### src/hwcu_cfg.svh
// Constants of the host watchdog command unit
`ifndef HWCU_CFG_SVH
`define HWCU_CFG_SVH
// Register byte offsets
`define HWCU_OFS_CTRL 8'h00
`define HWCU_OFS_STATUS 8'h04
`define HWCU_OFS_MASKS 8'h08
// Field positions
`define HWCU_BIT_FLAG 2
`define HWCU_BIT_EN 7
`define HWCU_BIT_CSEN 8
// Reset values
`define HWCU_RST_ADDR 8'h01
`define HWCU_RST_MASKS 24'h000000
// Timing: one period unit is 0.1 s
`define HWCU_UNIT_NS 100000000
`define HWCU_CLK_NS 100
`define HWCU_UNIT_CYC (`HWCU_UNIT_NS / `HWCU_CLK_NS)
// Frame characters
`define HWCU_CH_CR 8'h0d
`define HWCU_CH_LEAD 8'h7e
`define HWCU_CH_STAR 8'h2a
`define HWCU_CH_ACK 8'h21
`define HWCU_CH_NAK 8'h3f
`define HWCU_CH_ZERO 8'h30
`define HWCU_CH_ONE 8'h31
`define HWCU_CH_TWO 8'h32
`define HWCU_CH_THREE 8'h33
`define HWCU_CH_FOUR 8'h34
`endif

### src/hwcu_pkg.sv
// Types and character helpers of the host watchdog command unit
package hwcu_pkg;
    typedef enum logic [1:0] {
        HWCU_ST_COLLECT = 2'b01,
        HWCU_ST_REPLY = 2'b10
    } hwcu_state_e;
    typedef logic [7:0] hwcu_char_t;
    // Nibble to upper-case hex character
    function automatic hwcu_char_t hwcu_hex_char(input logic [3:0] v);
        hwcu_char_t c;
        c = (v < 4'ha) ? (8'h30 + {4'h0, v}) : (8'h37 + {4'h0, v});
        return c;
    endfunction
    // Hex character to {valid, nibble}
    function automatic logic [4:0] hwcu_hex_val(input hwcu_char_t c);
        logic [4:0] r;
        r = 5'h00;
        if (c >= 8'h30 && c <= 8'h39) r = {1'b1, c[3:0]};
        else if ((c >= 8'h41 && c <= 8'h46) || (c >= 8'h61 && c <= 8'h66))
            r = {1'b1, c[3:0] + 4'h9};
        return r;
    endfunction
endpackage

### src/hwcu_top.sv
// Host watchdog command unit with AXI4-Lite register slave
`timescale 1ns/10ps
`include "hwcu_cfg.svh"
module hwcu_top import hwcu_pkg::*; #(
    parameter int TICK_CYCLES = `HWCU_UNIT_CYC,
    parameter int BUF_LEN = 12
) (
    // Clock and reset
    input wire logic core_clk,
    input wire logic rstn,
    // AXI4-Lite slave
    input wire logic [7:0] s_axi_awaddr,
    input wire logic s_axi_awvalid,
    output logic s_axi_awready,
    input wire logic [31:0] s_axi_wdata,
    input wire logic [3:0] s_axi_wstrb,
    input wire logic s_axi_wvalid,
    output logic s_axi_wready,
    output logic [1:0] s_axi_bresp,
    output logic s_axi_bvalid,
    input wire logic s_axi_bready,
    input wire logic [7:0] s_axi_araddr,
    input wire logic s_axi_arvalid,
    output logic s_axi_arready,
    output logic [31:0] s_axi_rdata,
    output logic [1:0] s_axi_rresp,
    output logic s_axi_rvalid,
    input wire logic s_axi_rready,
    // Received characters
    input wire logic rx_valid,
    input wire logic [7:0] rx_data,
    input wire logic rx_err,
    // Reply characters
    output logic tx_valid,
    output logic [7:0] tx_data,
    input wire logic tx_ready,
    // Nonvolatile status image
    input wire logic nv_flag_in,
    input wire logic nv_en_in,
    input wire logic [7:0] nv_period_in,
    output logic nv_flag,
    output logic nv_en,
    output logic [7:0] nv_period,
    // Output channel defaults
    output logic [7:0] do_power_on_val,
    output logic [7:0] do_safe_val
);
    // Refuse sizes the buffer index and divider cannot serve
    if (TICK_CYCLES < 2 || BUF_LEN < 9 || BUF_LEN > 15) begin : g_bad_cfg
        $error("hwcu_top: unsupported parameter value");
    end

    // ----------------------------------------------------------
    // Registers and watchdog state
    // ----------------------------------------------------------
    logic [7:0] my_addr_q;
    logic cs_en_q;
    logic [7:0] pwr_mask_q, safe_mask_q, alarm_q;
    logic wdt_flag_q, wdt_en_q, loaded_q;
    logic [7:0] wdt_period_q, wdt_cnt_q;
    logic [31:0] tick_cnt_q;
    logic tick;
    hwcu_state_e state_q;

    // ----------------------------------------------------------
    // AXI4-Lite slave
    // ----------------------------------------------------------
    logic aw_got_q, w_got_q, wr_do;
    logic [7:0] aw_q;
    logic [31:0] w_q;
    logic [3:0] ws_q;
    assign s_axi_awready = !aw_got_q && !s_axi_bvalid;
    assign s_axi_wready = !w_got_q && !s_axi_bvalid;
    assign s_axi_arready = !s_axi_rvalid;
    assign wr_do = aw_got_q && w_got_q && !s_axi_bvalid;

    // Address and data taken in either order
    always_ff @(posedge core_clk or negedge rstn) begin
        if (!rstn) begin
            aw_got_q <= 1'b0;
            w_got_q <= 1'b0;
            aw_q <= 8'h00;
            w_q <= 32'h0;
            ws_q <= 4'h0;
            s_axi_bvalid <= 1'b0;
            s_axi_bresp <= 2'b00;
        end else begin
            if (s_axi_awvalid && s_axi_awready) begin
                aw_got_q <= 1'b1;
                aw_q <= s_axi_awaddr;
            end
            if (s_axi_wvalid && s_axi_wready) begin
                w_got_q <= 1'b1;
                w_q <= s_axi_wdata;
                ws_q <= s_axi_wstrb;
            end
            if (wr_do) begin
                aw_got_q <= 1'b0;
                w_got_q <= 1'b0;
                s_axi_bvalid <= 1'b1;
                s_axi_bresp <= (aw_q == `HWCU_OFS_CTRL ||
                    aw_q == `HWCU_OFS_MASKS ||
                    aw_q == `HWCU_OFS_STATUS) ? 2'b00 : 2'b10;
            end else if (s_axi_bready) begin
                s_axi_bvalid <= 1'b0;
            end
        end
    end

    // Software-written configuration
    always_ff @(posedge core_clk or negedge rstn) begin
        if (!rstn) begin
            my_addr_q <= `HWCU_RST_ADDR;
            cs_en_q <= 1'b0;
            {alarm_q, safe_mask_q, pwr_mask_q} <= `HWCU_RST_MASKS;
        end else if (wr_do && aw_q == `HWCU_OFS_CTRL) begin
            if (ws_q[0]) my_addr_q <= w_q[7:0];
            if (ws_q[1]) cs_en_q <= w_q[`HWCU_BIT_CSEN];
        end else if (wr_do && aw_q == `HWCU_OFS_MASKS) begin
            if (ws_q[0]) pwr_mask_q <= w_q[7:0];
            if (ws_q[1]) safe_mask_q <= w_q[15:8];
            if (ws_q[2]) alarm_q <= w_q[23:16];
        end
    end

    // Read port
    logic [31:0] status_word;
    always_comb begin
        status_word = {8'h00, wdt_cnt_q, wdt_period_q, 8'h00};
        status_word[`HWCU_BIT_FLAG] = wdt_flag_q;
        status_word[`HWCU_BIT_EN] = wdt_en_q;
    end
    always_ff @(posedge core_clk or negedge rstn) begin
        if (!rstn) begin
            s_axi_rvalid <= 1'b0;
            s_axi_rdata <= 32'h0;
            s_axi_rresp <= 2'b00;
        end else if (s_axi_arvalid && s_axi_arready) begin
            s_axi_rvalid <= 1'b1;
            s_axi_rresp <= 2'b00;
            case (s_axi_araddr)
                `HWCU_OFS_CTRL: s_axi_rdata <= {23'h0, cs_en_q, my_addr_q};
                `HWCU_OFS_STATUS: s_axi_rdata <= status_word;
                `HWCU_OFS_MASKS:
                    s_axi_rdata <= {8'h00, alarm_q, safe_mask_q, pwr_mask_q};
                default: begin
                    s_axi_rdata <= 32'h0;
                    s_axi_rresp <= 2'b10;
                end
            endcase
        end else if (s_axi_rready) begin
            s_axi_rvalid <= 1'b0;
        end
    end

    // ----------------------------------------------------------
    // Frame collection
    // ----------------------------------------------------------
    hwcu_char_t buf_q [0:BUF_LEN-1];
    logic [3:0] len_q;
    logic drop_q, go;
    assign go = rx_valid && rx_data == `HWCU_CH_CR && !rx_err &&
        !drop_q && state_q == HWCU_ST_COLLECT;

    // Errors, overflow and busy periods spoil the frame
    always_ff @(posedge core_clk or negedge rstn) begin
        if (!rstn) begin
            len_q <= 4'h0;
            drop_q <= 1'b0;
        end else if (rx_valid) begin
            if (rx_data == `HWCU_CH_CR && !rx_err) begin
                len_q <= 4'h0;
                drop_q <= 1'b0;
            end else if (rx_err || len_q == 4'(BUF_LEN) ||
                         state_q != HWCU_ST_COLLECT) begin
                drop_q <= 1'b1;
            end else begin
                len_q <= len_q + 4'h1;
            end
        end
    end
    always_ff @(posedge core_clk) begin
        if (rx_valid && len_q < 4'(BUF_LEN)) buf_q[len_q] <= rx_data;
    end

    // ----------------------------------------------------------
    // Command decode
    // ----------------------------------------------------------
    logic [3:0] body;
    logic [7:0] sum, cs_rx;
    logic [4:0] ah, al, ch, cl, th, tl;
    logic cs_ok, alive, match, is_rd, is_clr, is_per, is_set, is_def;
    logic ok, set_en;
    always_comb begin
        body = cs_en_q ? len_q - 4'h2 : len_q;
        sum = 8'h00;
        for (int i = 0; i < BUF_LEN; i++)
            if (i < int'(body)) sum = sum + buf_q[i];
        ch = hwcu_hex_val(buf_q[body]);
        cl = hwcu_hex_val(buf_q[4'(body + 4'h1)]);
        cs_rx = {ch[3:0], cl[3:0]};
        cs_ok = !cs_en_q || (len_q >= 4'h2 && ch[4] && cl[4] &&
            cs_rx == sum);
        ah = hwcu_hex_val(buf_q[1]);
        al = hwcu_hex_val(buf_q[2]);
        th = hwcu_hex_val(buf_q[5]);
        tl = hwcu_hex_val(buf_q[6]);
        alive = body == 4'h3 && buf_q[0] == `HWCU_CH_LEAD &&
            buf_q[1] == `HWCU_CH_STAR && buf_q[2] == `HWCU_CH_STAR;
        // Foreign or unparsable address stays silent
        match = cs_ok && !alive && body >= 4'h4 &&
            buf_q[0] == `HWCU_CH_LEAD && ah[4] && al[4] &&
            {ah[3:0], al[3:0]} == my_addr_q;
        is_rd = body == 4'h4 && buf_q[3] == `HWCU_CH_ZERO;
        is_clr = body == 4'h4 && buf_q[3] == `HWCU_CH_ONE;
        is_per = body == 4'h4 && buf_q[3] == `HWCU_CH_TWO;
        is_def = body == 4'h4 && buf_q[3] == `HWCU_CH_FOUR;
        set_en = buf_q[4] == `HWCU_CH_ONE;
        is_set = body == 4'h7 && buf_q[3] == `HWCU_CH_THREE &&
            (set_en || buf_q[4] == `HWCU_CH_ZERO) && th[4] && tl[4] &&
            {th[3:0], tl[3:0]} != 8'h00;
        ok = is_rd || is_clr || is_per || is_set || is_def;
    end

    // ----------------------------------------------------------
    // Reply assembly
    // ----------------------------------------------------------
    hwcu_char_t r [0:9];
    logic [3:0] n;
    logic [7:0] rsum;
    always_comb begin
        for (int i = 0; i < 10; i++) r[i] = `HWCU_CH_CR;
        r[0] = ok ? `HWCU_CH_ACK : `HWCU_CH_NAK;
        r[1] = hwcu_hex_char(my_addr_q[7:4]);
        r[2] = hwcu_hex_char(my_addr_q[3:0]);
        n = 4'h3;
        if (ok && is_rd) begin
            r[3] = hwcu_hex_char({wdt_en_q, 3'h0});
            r[4] = hwcu_hex_char({1'b0, wdt_flag_q, 2'h0});
            n = 4'h5;
        end else if (ok && is_per) begin
            r[3] = wdt_en_q ? `HWCU_CH_ONE : `HWCU_CH_ZERO;
            r[4] = hwcu_hex_char(wdt_period_q[7:4]);
            r[5] = hwcu_hex_char(wdt_period_q[3:0]);
            n = 4'h6;
        end else if (ok && is_def) begin
            r[3] = hwcu_hex_char(pwr_mask_q[7:4]);
            r[4] = hwcu_hex_char(pwr_mask_q[3:0]);
            r[5] = hwcu_hex_char(safe_mask_q[7:4]);
            r[6] = hwcu_hex_char(safe_mask_q[3:0]);
            n = 4'h7;
        end
        rsum = 8'h00;
        for (int i = 0; i < 7; i++)
            if (i < int'(n)) rsum = rsum + r[i];
        if (cs_en_q) begin
            r[n] = hwcu_hex_char(rsum[7:4]);
            r[4'(n + 4'h1)] = hwcu_hex_char(rsum[3:0]);
            n = n + 4'h2;
        end
        r[n] = `HWCU_CH_CR;
        n = n + 4'h1;
    end

    // ----------------------------------------------------------
    // Reply sender
    // ----------------------------------------------------------
    hwcu_char_t txb_q [0:9];
    logic [3:0] tx_len_q, tx_idx_q;
    logic last;
    assign tx_valid = state_q == HWCU_ST_REPLY;
    assign last = tx_idx_q + 4'h1 == tx_len_q;
    always_ff @(posedge core_clk or negedge rstn) begin
        if (!rstn) begin
            state_q <= HWCU_ST_COLLECT;
            tx_idx_q <= 4'h0;
            tx_len_q <= 4'h0;
            tx_data <= 8'h00;
        end else begin
            case (state_q)
                HWCU_ST_COLLECT: begin
                    if (go && match) begin
                        state_q <= HWCU_ST_REPLY;
                        tx_idx_q <= 4'h0;
                        tx_len_q <= n;
                        tx_data <= r[0];
                    end
                end
                HWCU_ST_REPLY: begin
                    if (tx_ready && last) begin
                        state_q <= HWCU_ST_COLLECT;
                    end else if (tx_ready) begin
                        tx_idx_q <= tx_idx_q + 4'h1;
                        tx_data <= txb_q[4'(tx_idx_q + 4'h1)];
                    end
                end
                default: state_q <= HWCU_ST_COLLECT;
            endcase
        end
    end
    always_ff @(posedge core_clk) begin
        if (go && match) txb_q <= r;
    end

    // ----------------------------------------------------------
    // Watchdog
    // ----------------------------------------------------------
    logic restart, timeout_ev, do_set, do_clr;
    assign do_set = go && match && is_set;
    assign do_clr = go && match && is_clr;
    assign restart = (go && alive && cs_ok) || do_set;
    assign tick = tick_cnt_q == 32'(TICK_CYCLES - 1);
    assign timeout_ev = wdt_en_q && tick && !restart &&
        wdt_cnt_q + 8'h01 >= wdt_period_q;

    // Tenth-of-a-second divider
    always_ff @(posedge core_clk or negedge rstn) begin
        if (!rstn) tick_cnt_q <= 32'h0;
        else if (tick || restart) tick_cnt_q <= 32'h0;
        else tick_cnt_q <= tick_cnt_q + 32'h1;
    end

    // Period count, enable, flag; image loaded once after reset
    always_ff @(posedge core_clk or negedge rstn) begin
        if (!rstn) begin
            loaded_q <= 1'b0;
            wdt_flag_q <= 1'b0;
            wdt_en_q <= 1'b0;
            wdt_period_q <= 8'h00;
            wdt_cnt_q <= 8'h00;
        end else if (!loaded_q) begin
            loaded_q <= 1'b1;
            wdt_flag_q <= nv_flag_in;
            wdt_en_q <= nv_en_in;
            wdt_period_q <= nv_period_in;
        end else begin
            if (timeout_ev) wdt_flag_q <= 1'b1;
            else if (do_clr) wdt_flag_q <= 1'b0;
            if (timeout_ev) wdt_en_q <= 1'b0;
            else if (do_set) wdt_en_q <= set_en;
            if (do_set) wdt_period_q <= {th[3:0], tl[3:0]};
            if (restart || timeout_ev || !wdt_en_q) wdt_cnt_q <= 8'h00;
            else if (tick) wdt_cnt_q <= wdt_cnt_q + 8'h01;
        end
    end
    assign nv_flag = wdt_flag_q;
    assign nv_en = wdt_en_q;
    assign nv_period = wdt_period_q;

    // Alarm-assigned channels take no default values
    assign do_power_on_val = pwr_mask_q & ~alarm_q;
    assign do_safe_val = safe_mask_q & ~alarm_q;
endmodule

### config.mk
export PLATFORM = sky130hd
export DESIGN_NAME = hwcu_top
export DESIGN_NICKNAME = d
export VERILOG_FILES = /design/src/hwcu_pkg.sv /design/src/hwcu_top.sv
export VERILOG_INCLUDE_DIRS = /design/src /design/src/src
export SDC_FILE = /design/constraint.sdc
export NUM_CORES = 1
export LEC_CHECK = 0
export ABC_CLOCK_PERIOD_IN_PS = 20200
export BUFFER_PORTS_ARGS = -buffer_cell sky130_fd_sc_hd__buf_2
export CAP_MARGIN = 20
export CORE_MARGIN = 2
export CORE_UTILIZATION = 63
export CTS_CLUSTER_DIAMETER = 50
export DETAILED_ROUTE_END_ITERATION = 16
export PLACE_DENSITY_LB_ADDON = 0.1
export RECOVER_POWER = 50
export REMOVE_ABC_BUFFERS = 1
export SYNTH_ARGS = -nofsm -noshare
export SYNTH_HDL_FRONTEND = slang
export SYNTH_SLANG_ARGS = --single-unit
### constraint.sdc
create_clock -name core_clk -period 20.2 [get_ports core_clk]
set_input_delay 5.05 -clock core_clk [delete_from_list [all_inputs] [get_ports core_clk]]
set_output_delay 5.05 -clock core_clk [all_outputs]
set_load 0.01 [all_outputs]
# == Yosys cells after proc, flatten, opt, wreduce, memory -nomap -nowiden ==
# Memories as Yosys holds them, arrays and structs flattened.
# Cells that the tools add are included.
# classes
eq_ne,34
reduce_logical,121
n_lt_le_gt_ge,78
bitwise,11
n_addsub,56
n_mux,106
# op_table
op,count
8-bit two-way mux,31
80-bit bitwise mux,2
6-bit by 4-bit adder with 7-bit output (first input constant),22
8-bit adder,15
8-bit demux with 4-bit select,3
8-bit by 7-bit greater-or-equal comparator with 1-bit output (second input constant),12
8-bit by 7-bit less-or-equal comparator with 1-bit output (second input constant),12
7-bit two-way mux,12
80-bit two-way mux,1
8-bit by 6-bit equality test with 1-bit output (second input constant),9
24-bit one-hot mux with 3 select lines,1
1-bit logical AND,69
5-bit two-way mux,13
50-bit AND,1
50-bit inverter,1
8-bit by 6-bit greater-or-equal comparator with 1-bit output (second input constant),6
8-bit by 6-bit less-or-equal comparator with 1-bit output (second input constant),6
4-bit < comparator (second input constant),12
32-bit by 1-bit adder with 32-bit output (second input constant),1
8-bit binary-select mux with 4-bit select,1
32-bit by 20-bit equality test with 1-bit output (second input constant),1
16-bit two-way mux,2
32-bit two-way mux,1
31-bit two-way mux,1
other kinds (53),171
# totals
ff_bits,262
mem_bits_rw,96
output_inout_bits,76
n_memories,1
elab_cells,444
in_bits,80
# memory_table
name,words,word_bits,read_ports,rd_clocked_by_memory_dff,wr,line,source
buf_q,12,8,14,0,1,hwcu_top.sv:159,hwcu_char_t buf_q [0:BUF_LEN-1];

# == Longest topological paths before layout ==
# Gate-level depths: netlist of the first run.
# depth
word_depth,45
mapped_depth,75

# == Worst setup path before layout of the first run ==
# Ideal clock, no wire load.
# synth_path
kind,register to register
from,register len_q[1]
to,"register txb_q[0] (netlist bit), enable pin"
path_stages_with_launch,67
arrival_time_ns,15.399
setup_ns,0.424
synth_period_minus_slack_ns,15.823
setup_slack_ns,4.377
t_required_ns,19.776
cell_sequence,dfrtp_1 buf_2 inv_1 ha_1 buf_2 nand2_1 o21ai_2 buf_2 nand2_1 and2_1 ha_1 o21ai_0 nor4b_1 or3b_2 mux2_2 ha_1 nor3b_1 a221o_1 [31 not listed] xnor2_1 mux2_2 ha_1 xnor2_1 o21ai_0 ha_1 o21ai_0 nand2b_1 o31ai_1 xor2_1 nor2_1 xnor3_1 or2_2 and3_1 nor3_1 a41oi_1 nand2b_1 inv_1
# synth_between
elab_chain_len,36
# synth_rtl
element,line,source
start: declaration,hwcu_top.sv:160,logic [3:0] len_q;
start signal: assignment,hwcu_top.sv:178,len_q <= len_q + 4'h1;
4-bit by 2-bit subtractor with 4-bit output,hwcu_top.sv:195,body = cs_en_q ? len_q - 4'h2 : len_q;
4-bit two-way mux,hwcu_top.sv:195,
1-bit by 4-bit < comparator with 1-bit output,hwcu_top.sv:198,if (i < int'(body)) sum = sum + buf_q[i];
8-bit two-way mux,hwcu_top.sv:198,
8-bit adder,hwcu_top.sv:198,
8-bit two-way mux,hwcu_top.sv:198,
8-bit adder,hwcu_top.sv:198,
8-bit two-way mux,hwcu_top.sv:198,
[18 not listed],n/a,
8-bit equality test,hwcu_top.sv:203,cs_rx == sum);
1-bit logical AND,hwcu_top.sv:202,cs_ok = !cs_en_q || (len_q >= 4'h2 && ch[4] && cl[4] &&
1-bit logical OR,hwcu_top.sv:202,
1-bit logical AND,hwcu_top.sv:211,match = cs_ok && !alive && body >= 4'h4 &&
1-bit logical AND (*),hwcu_top.sv:211,
1-bit logical AND (no source line) (*),n/a,
1-bit logical AND (*) (3 in a row),hwcu_top.sv:211,
1-bit logical AND (*),hwcu_top.sv:302,if (go && match) txb_q <= r;
end signal: assignment,hwcu_top.sv:302,
end: declaration,hwcu_top.sv:268,hwcu_char_t txb_q [0:9];
# Every way passes the cells marked *; elsewhere a longest branch is shown, timed or not.
# A chain may end at the register's enable or synchronous reset.

# == Worst setup path after layout of the first run ==
# layout_path
from,register len_q[1]
to,register tx_idx_q[3]
# layout_between
elab_chain_len,38
# layout_rtl
element,line,source
4-bit by 2-bit subtractor with 4-bit output,hwcu_top.sv:195,
4-bit two-way mux,hwcu_top.sv:195,
1-bit by 4-bit < comparator with 1-bit output,hwcu_top.sv:198,
8-bit two-way mux,hwcu_top.sv:198,
8-bit adder,hwcu_top.sv:198,
8-bit two-way mux,hwcu_top.sv:198,
8-bit adder,hwcu_top.sv:198,
8-bit two-way mux,hwcu_top.sv:198,
[20 not listed],n/a,
1-bit logical OR,hwcu_top.sv:202,
1-bit logical AND,hwcu_top.sv:211,
1-bit logical AND (*),hwcu_top.sv:211,
1-bit logical AND (no source line) (*),n/a,
1-bit logical AND (*) (3 in a row),hwcu_top.sv:211,
1-bit logical AND (*),hwcu_top.sv:282,if (go && match) begin
2-bit by 1-bit inequality test with 1-bit output (no source line) (*),n/a,
4-bit AND reduction (no source line) (*),n/a,
end signal: assignment,hwcu_top.sv:293,tx_idx_q <= tx_idx_q + 4'h1;
end: declaration,hwcu_top.sv:269,"logic [3:0] tx_len_q, tx_idx_q;"
# Marks and branches as above.

==> results.rst, run 1 <==
.. list-table::
   :header-rows: 1

   * - Metric
     - Value
   * - Run status
     - finished with violations
   * - Failing checks
     - capacitance limit, slew limit
   * - H-tree depth
     - 2
   * - Pin count of the biggest net entering global routing
     - 74
   * - Worst hold-check path type
     - flop to flop
   * - Library cell used as clock root buffer
     - sky130_fd_sc_hd__clkbuf_16
   * - Via density
     - 6.77
   * - Share of synthesized cell area in and, or, nand and nor gates
     - 0.161
   * - Post-synthesis async set-or-reset flop share
     - 0.463
   * - Initial Utilization
     - 0.641
   * - Synth top area share
     - 0.214
   * - CTS tree
     - done
   * - Max Cap Violations
     - 3
   * - Top cells by area, synth
     - sky130_fd_sc_hd__edfxtp_1, sky130_fd_sc_hd__dfrtp_1, sky130_fd_sc_hd__ha_1
   * - Area of the core
     - 43400 um^2
   * - I/O pin count
     - 156
   * - Fin util
     - 0.706
   * - Placed instance count
     - 3476
   * - Num Clock Sinks
     - 369
   * - Final std cell area, no fill
     - 30600 um^2
   * - Setup repair after global routing missed its margin
     - false
   * - Setup Viol. Count Final
     - 0
   * - Number of non-filler instances in the completed layout
     - 3571
   * - Longest Clk Path Bufs
     - 3
   * - Number of search-and-repair iterations in the first detailed-routing pass
     - 6
   * - Number of antenna violations at the first check in global routing
     - 8
   * - Clock transition time at the flip-flop clock pins of the worst setup and hold paths
     - 0.06 ns
   * - Crit path kind
     - flop to flop
   * - Clock Latency Late Sink
     - 0.62 ns
   * - Placed cell area
     - 29100 um^2
   * - Count of routing violations after the opening detailed-route iteration
     - 3207
   * - Sequential element share of the synthesized area
     - 0.368
   * - Vertical die dimension
     - 214 um
   * - Final HPWL from detailed placement
     - 67800 um
   * - Number of buffers inserted during clock tree synthesis
     - 47
   * - Critical path's slowest cell
     - sky130_fd_sc_hd__dfrtp_1
   * - Longest individual stage delay on the worst path
     - 0.88 ns
   * - Fraction of layout instances using a drive strength above 1
     - 0.161
   * - Final max-slew violation count
     - 150
   * - Critical Path AT
     - 19.40 ns
   * - Post-synthesis cell type with the largest combined area
     - sky130_fd_sc_hd__edfxtp_1
   * - Slew Limit Headroom
     - -1.87
   * - Total setup buffers inserted after CTS
     - 0
   * - Global-route total usage across every layer
     - 0.389
   * - Number of library cell types mapped by synthesis
     - 111
   * - GP Congestion
     - 1.01
   * - CTS hold repair buffers
     - 0
   * - Fraction of the mapped netlist area in adder cells
     - 0.0964
   * - Largest fanout of any net on the critical path
     - 17
   * - Layout fillers
     - 3252
   * - DIE AREA
     - 45800 um^2
   * - Sum of routed wire length over all layers
     - 90600 um
   * - Yosys warning total
     - 0
   * - Count of nets left with antenna violations after detail routing
     - 0
   * - Share of the clock period used by the worst path after layout
     - 0.935
   * - Fmax achieved
     - 52.9 MHz
   * - Top cell by count, worst path
     - sky130_fd_sc_hd__ha_1
   * - Leading register cell type out of synthesis
     - sky130_fd_sc_hd__edfxtp_1
   * - Final period demand of the worst path
     - 18.89 ns
   * - Total negative slack for setup checks
     - 0 ns
   * - Count of input and output buffers
     - 135
   * - Portion of netlist area occupied by mux cells
     - 0.117
   * - Vias after detailed routing
     - 24166
   * - Syn_area_per_cell
     - 9.93 um^2
   * - Largest family of logic cells by synthesized area
     - compound AO/OA/AOI/OAI gates
   * - Layout Skew
     - 0.0261 ns
   * - Syn-to-layout area delta
     - 10.1%
   * - Die Wd
     - 214 um
   * - Slew of the pin with the lowest slew margin
     - 4.30 ns
   * - Crit path capture type
     - flop
   * - Post-CTS Resized
     - 0
   * - Data required time of the critical path
     - 20.70 ns
   * - Via count of the first global-routing pass
     - 23028
   * - Flops & latches, synth
     - 369
   * - Post-detailed-route wirelength per cell
     - 25.4 um
   * - Final number of hold-violating endpoints
     - 0
   * - Leftover overflow at the end of global routing
     - 0
   * - Global-route wire length before repair
     - 137000 um
   * - Launching element type of the critical path
     - flop
   * - Total number of nets in the final design
     - 3225
   * - Area share of xor/xnor cells in the synthesized design
     - 0.0504
   * - Synthesized area
     - 27800 um^2
   * - Synth Area in Compound Gates
     - 0.166
   * - Number of flops mapped to enable cells by yosys
     - 198
   * - Gate Count Post-Synth
     - 2801
   * - Post-route DRC violation count
     - 0
   * - Floorplan row count
     - 76
## sequential cells by signal, indices dropped and copies added (netlist names), 2 cells and up
| name | flops |
|---|---|
| buf_q | 128 |
| txb_q | 70 |
| tick_cnt_q | 32 |
| s_axi_rdata | 24 |
| w_q | 24 |
| alarm_q | 8 |
| aw_q | 8 |
| my_addr_q | 8 |
| nv_period | 8 |
| pwr_mask_q | 8 |
| safe_mask_q | 8 |
| wdt_cnt_q | 8 |
| tx_data | 7 |
| len_q | 4 |
| tx_idx_q | 4 |
| tx_len_q | 4 |
| ws_q | 3 |
| state_q | 2 |
## Yosys cell counts (21+ instances only)
| master | instances |
|---|---|
| sky130_fd_sc_hd__a211oi_1 | 27 |
| sky130_fd_sc_hd__a21o_1 | 53 |
| sky130_fd_sc_hd__a21oi_1 | 156 |
| sky130_fd_sc_hd__a22oi_1 | 40 |
| sky130_fd_sc_hd__a31oi_1 | 21 |
| sky130_fd_sc_hd__and2_1 | 34 |
| sky130_fd_sc_hd__and3_1 | 32 |
| sky130_fd_sc_hd__buf_2 | 28 |
| sky130_fd_sc_hd__clkbuf_1 | 73 |
| sky130_fd_sc_hd__dfrtp_1 | 169 |
| sky130_fd_sc_hd__edfxtp_1 | 198 |
| sky130_fd_sc_hd__ha_1 | 187 |
| sky130_fd_sc_hd__inv_1 | 127 |
| sky130_fd_sc_hd__mux2_2 | 92 |
| sky130_fd_sc_hd__mux2i_1 | 45 |
| sky130_fd_sc_hd__mux4_2 | 72 |
| sky130_fd_sc_hd__nand2_1 | 268 |
| sky130_fd_sc_hd__nand2b_1 | 39 |
| sky130_fd_sc_hd__nand3_1 | 79 |
| sky130_fd_sc_hd__nor2_1 | 222 |
| sky130_fd_sc_hd__nor2b_1 | 35 |
| sky130_fd_sc_hd__nor3_1 | 38 |
| sky130_fd_sc_hd__nor4_1 | 24 |
| sky130_fd_sc_hd__o21ai_0 | 149 |
| sky130_fd_sc_hd__o21bai_1 | 25 |
| sky130_fd_sc_hd__or2_2 | 26 |
| sky130_fd_sc_hd__xnor2_1 | 84 |
| sky130_fd_sc_hd__xor2_1 | 57 |
## worst max-delay path, delay by kind of cell, from the launching register on
family                   cells  cell delay (ns)
flip-flops                   1             0.88
AND/OR/NAND/NOR             19             5.33
XOR/XNOR                     8             1.61
AO/OA/AOI/OAI               17             4.67
adder cells (fa/ha/maj)     13             4.71
buffers and inverters        2             0.37
multiplexers                 4             1.17
## metal layers
layer / global-route usage / wire length [um] / up-vias
met5: 0 / 0 / -
met4: 0.170 / 4140 / 0
met3: 0.0862 / 10400 / 232
met2: 0.599 / 41000 / 1462
met1: 0.533 / 35000 / 11834
li1: - / - / 10638
## kinds of logic (layout without fill, tap and decap cells)
logic type,after synthesis,in the layout
muxes,217,217
adders and majority gates,204,204
xor gates and xnor gates,149,149
DFF,369,369
buffers and inverters,262,390
AOI/OAI and AO/OA,691,691
and+or+nand+nor,907,907
other,2,59
## cell usage in the layout (no fill, tap or decap), types with 14 or more instances in the layout
cell type and n:
sky130_fd_sc_hd__nand2_1 268, sky130_fd_sc_hd__nor2_1 222, sky130_fd_sc_hd__edfxtp_1 198, sky130_fd_sc_hd__ha_1 187, sky130_fd_sc_hd__dfrtp_1 167, sky130_fd_sc_hd__a21oi_1 156, sky130_fd_sc_hd__o21ai_0 149, sky130_fd_sc_hd__inv_1 126
sky130_fd_sc_hd__buf_2 126, sky130_fd_sc_hd__mux2_2 91, sky130_fd_sc_hd__xnor2_1 84, sky130_fd_sc_hd__nand3_1 79, sky130_fd_sc_hd__mux4_2 72, sky130_fd_sc_hd__xor2_1 57, sky130_fd_sc_hd__a21o_1 53, sky130_fd_sc_hd__conb_1 53
sky130_fd_sc_hd__clkbuf_16 47, sky130_fd_sc_hd__mux2i_1 45, sky130_fd_sc_hd__a22oi_1 40, sky130_fd_sc_hd__nand2b_1 39, sky130_fd_sc_hd__nor3_1 37, sky130_fd_sc_hd__nor2b_1 35, sky130_fd_sc_hd__and3_1 32, sky130_fd_sc_hd__buf_4 32
sky130_fd_sc_hd__a211oi_1 27, sky130_fd_sc_hd__and2_1 27, sky130_fd_sc_hd__or2_2 26, sky130_fd_sc_hd__o21bai_1 24, sky130_fd_sc_hd__clkbuf_1 24, sky130_fd_sc_hd__nor4_1 23, sky130_fd_sc_hd__a31oi_1 21, sky130_fd_sc_hd__a22o_1 18
sky130_fd_sc_hd__o211ai_1 18, sky130_fd_sc_hd__nand4_1 18, sky130_fd_sc_hd__o21a_1 17, sky130_fd_sc_hd__o22ai_1 17, sky130_fd_sc_hd__fa_1 17, sky130_fd_sc_hd__or3_1 14, sky130_fd_sc_hd__o31ai_1 14
## cell type report
cell class | instances | area [um^2] | area share
sequential | 369 | 10200 | 0.334
clock inverter | 26 | 292 | 0.00952
clock buffer | 62 | 1260 | 0.0412
timing repair buffer | 171 | 936 | 0.0306
inverter | 131 | 497 | 0.0162
multi-input combinational | 2221 | 16700 | 0.544
tap | 585 | 732 | 0.0239
antenna | 6 | 15.0 | 0.000490
## final timing paths
kind	startpoint	to	slack [ns]	cells past startpoint
hold / removal	s_axi_rdata[14]	s_axi_rdata[14]	0.48	2
hold reg to reg	s_axi_rdata[14]	s_axi_rdata[14]	0.48	2
min in group asynchronous	rstn	tx_data[3]	5.92	1
setup reg to reg	len_q[1]	tx_idx_q[3]	1.31	63
setup / recovery	len_q[1]	tx_idx_q[3]	1.31	63
max in group asynchronous	rstn	s_axi_rdata[20]	10.11	3
## per-stage QoR
step / setup slack, ns / hold slack (ns)
2_1_floorplan: 2.58 / 0.455
3_3_place_gp: 2.25 / 0.463
3_5_place_dp: 1.99 / 0.470
4_1_cts: 1.85 / 0.479
5_1_grt: 0.559 / 0.514
6_report: 1.31 / 0.477
Power of run 1 is not shown: default switching activity piles up to over one toggle a cycle in this logic, so the estimate is an artifact.
==> run 2, diff against run 1 <==
--- a/config.mk
+++ b/config.mk
@@ -9,11 +9,10 @@
 export ABC_CLOCK_PERIOD_IN_PS = 20200
 export BUFFER_PORTS_ARGS = -buffer_cell sky130_fd_sc_hd__buf_2
 export CAP_MARGIN = 20
-export CORE_MARGIN = 2
 export CORE_UTILIZATION = 63
 export CTS_CLUSTER_DIAMETER = 50
 export DETAILED_ROUTE_END_ITERATION = 16
-export PLACE_DENSITY_LB_ADDON = 0.1
+export PLACE_DENSITY = 0.8
 export RECOVER_POWER = 50
 export REMOVE_ABC_BUFFERS = 1
 export SYNTH_ARGS = -nofsm -noshare
==> results.rst, run 2 (synthesis results as in run 1) <==
.. list-table::
   :header-rows: 1

   * - Metric
     - Value
   * - Final number of hold-violating endpoints
     - 0
   * - Post-detailed-route wirelength per cell
     - 24.3 um
   * - CTS hold repair buffers
     - 0
   * - Pin count of the biggest net entering global routing
     - 88
   * - DIE AREA
     - 45000 um^2
   * - Max Cap Violations
     - 3
   * - Post-route DRC violation count
     - 0
   * - Slew Limit Headroom
     - -2.30
   * - Number of buffers inserted during clock tree synthesis
     - 42
   * - Vertical die dimension
     - 212 um
   * - Library cell used as clock root buffer
     - sky130_fd_sc_hd__clkbuf_16
   * - Launch point of the worst reg-to-reg path
     - len_q[1]
   * - Crit path kind
     - flop to flop
   * - Run status
     - finished with violations
   * - Longest Clk Path Bufs
     - 3
   * - Sum of routed wire length over all layers
     - 86400 um
   * - Endpoint, Worst Hold
     - s_axi_rdata[4]
   * - Launching element type of the critical path
     - flop
   * - Clock Latency Late Sink
     - 0.60 ns
   * - Via density
     - 6.69
   * - Fmax achieved
     - 52.5 MHz
   * - Internal reg-to-reg setup slack
     - 1.15 ns
   * - H-tree depth
     - 2
   * - Syn-to-layout area delta
     - 9.87%
   * - Count of nets left with antenna violations after detail routing
     - 0
   * - Die Wd
     - 212 um
   * - Failing checks
     - capacitance limit, slew limit
   * - Floorplan row count
     - 76
   * - Initial Utilization
     - 0.643
   * - Fraction of layout instances using a drive strength above 1
     - 0.159
   * - I/O pin count
     - 156
   * - Post-CTS Resized
     - 0
   * - Total negative slack for setup checks
     - 0 ns
   * - Min-Delay Startpoint
     - s_axi_rdata[4]
   * - CTS tree
     - done
   * - Largest fanout of any net on the critical path
     - 17
   * - Data required time of the critical path
     - 20.68 ns
   * - Num Clock Sinks
     - 369
   * - Share of the clock period used by the worst path after layout
     - 0.943
   * - Final HPWL from detailed placement
     - 64800 um
   * - Crit path capture type
     - flop
   * - Final max-slew violation count
     - 146
   * - Area of the core
     - 43300 um^2
   * - Via count of the first global-routing pass
     - 22991
   * - Total setup buffers inserted after CTS
     - 0
   * - Number of antenna violations at the first check in global routing
     - 6
   * - Top cell by count, worst path
     - sky130_fd_sc_hd__ha_1
   * - Clock transition time at the flip-flop clock pins of the worst setup and hold paths
     - 0.06 ns
   * - Layout fillers
     - 3259
   * - Final period demand of the worst path
     - 19.05 ns
   * - Total number of nets in the final design
     - 3219
   * - Critical Path AT
     - 19.53 ns
   * - Registers with the highest flip-flop counts
     - buf_q (128), txb_q (70), tick_cnt_q (32)
   * - Register with the most flip-flops
     - buf_q
   * - Reg2reg end
     - tx_idx_q[3]
   * - Layout Skew
     - 0.0284 ns
   * - Setup Viol. Count Final
     - 0
   * - Max FFs per register
     - 128
   * - Most frequent cells in the layout
     - sky130_fd_sc_hd__nand2_1, sky130_fd_sc_hd__nor2_1, sky130_fd_sc_hd__edfxtp_1, sky130_fd_sc_hd__ha_1, sky130_fd_sc_hd__dfrtp_1
   * - Worst hold-check path type
     - flop to flop
   * - Global-route wire length before repair
     - 131000 um
   * - Global-route total usage across every layer
     - 0.383
   * - Most common cell after layout, fill and taps aside
     - sky130_fd_sc_hd__nand2_1
   * - Number of search-and-repair iterations in the first detailed-routing pass
     - 7
   * - Count of routing violations after the opening detailed-route iteration
     - 2833
   * - Setup repair after global routing missed its margin
     - false
   * - Slew of the pin with the lowest slew margin
     - 4.95 ns
   * - Reg2Reg Depth
     - 63
   * - Number of cells on the worst hold path
     - 2
   * - Count of input and output buffers
     - 135
   * - Leftover overflow at the end of global routing
     - 0
   * - Vias after detailed routing
     - 23816
   * - Longest individual stage delay on the worst path
     - 0.97 ns
   * - Critical path's slowest cell
     - sky130_fd_sc_hd__dfrtp_1
   * - GP Congestion
     - 1.02
[run 2: routing by layer]
layer	track usage	vias up	wire length [um]
met5	0	-	10
met4	0.169	2	3680
met3	0.0954	244	9800
met2	0.592	1417	38800
met1	0.511	11533	34200
li1	-	10620	-
[run 2: worst max-delay path, delay by kind of cell, from the launching register on]
kind	cells	cell delay, ns
AND/OR/NAND/NOR	21	5.71
adder cells (fa/ha/maj)	12	4.63
AO/OA/AOI/OAI	17	4.38
multiplexers	5	1.45
XOR/XNOR	6	1.33
flip-flops	1	0.97
buffers and inverters	2	0.44
[run 2: layout make-up]
cell class | count | area [um^2] | share of cell area
diodes | 5 | 12.5 | 0.000410
clock buffers | 50 | 1100 | 0.0360
clock inverters | 28 | 402 | 0.0131
inverters | 131 | 497 | 0.0163
multi-input cells | 2221 | 16700 | 0.545
flip-flops and latches | 369 | 10200 | 0.335
well taps | 585 | 732 | 0.0240
repair buffers | 170 | 925 | 0.0303
[run 2: how the worst max path moves through the flow]
stage,from,end,cells after the start
2_1_floorplan,len_q[0],txb_q[0],60
5_1_grt,len_q[1],tx_idx_q[3],63
3_3_place_gp,len_q[1],tx_idx_q[3],63
6_report,len_q[1],tx_idx_q[3],63
3_5_place_dp,len_q[1],tx_idx_q[3],63
4_1_cts,len_q[1],tx_idx_q[3],63
[run 2: per-stage QoR]
stage	area, um^2	hold WS, ns	setup slack (ns)	instances	utilization
after global routing	30500	0.507	0.337	3559	0.706
after CTS	30500	0.479	1.52	3552	0.706
final	30500	0.478	1.15	3559	0.706
after floorplan	27400	0.455	2.58	2721	-
after global placement	29000	0.463	1.95	3474	0.671
after detailed placement	29000	0.465	1.61	3474	0.671
Power of run 2 is left out for the same reason.
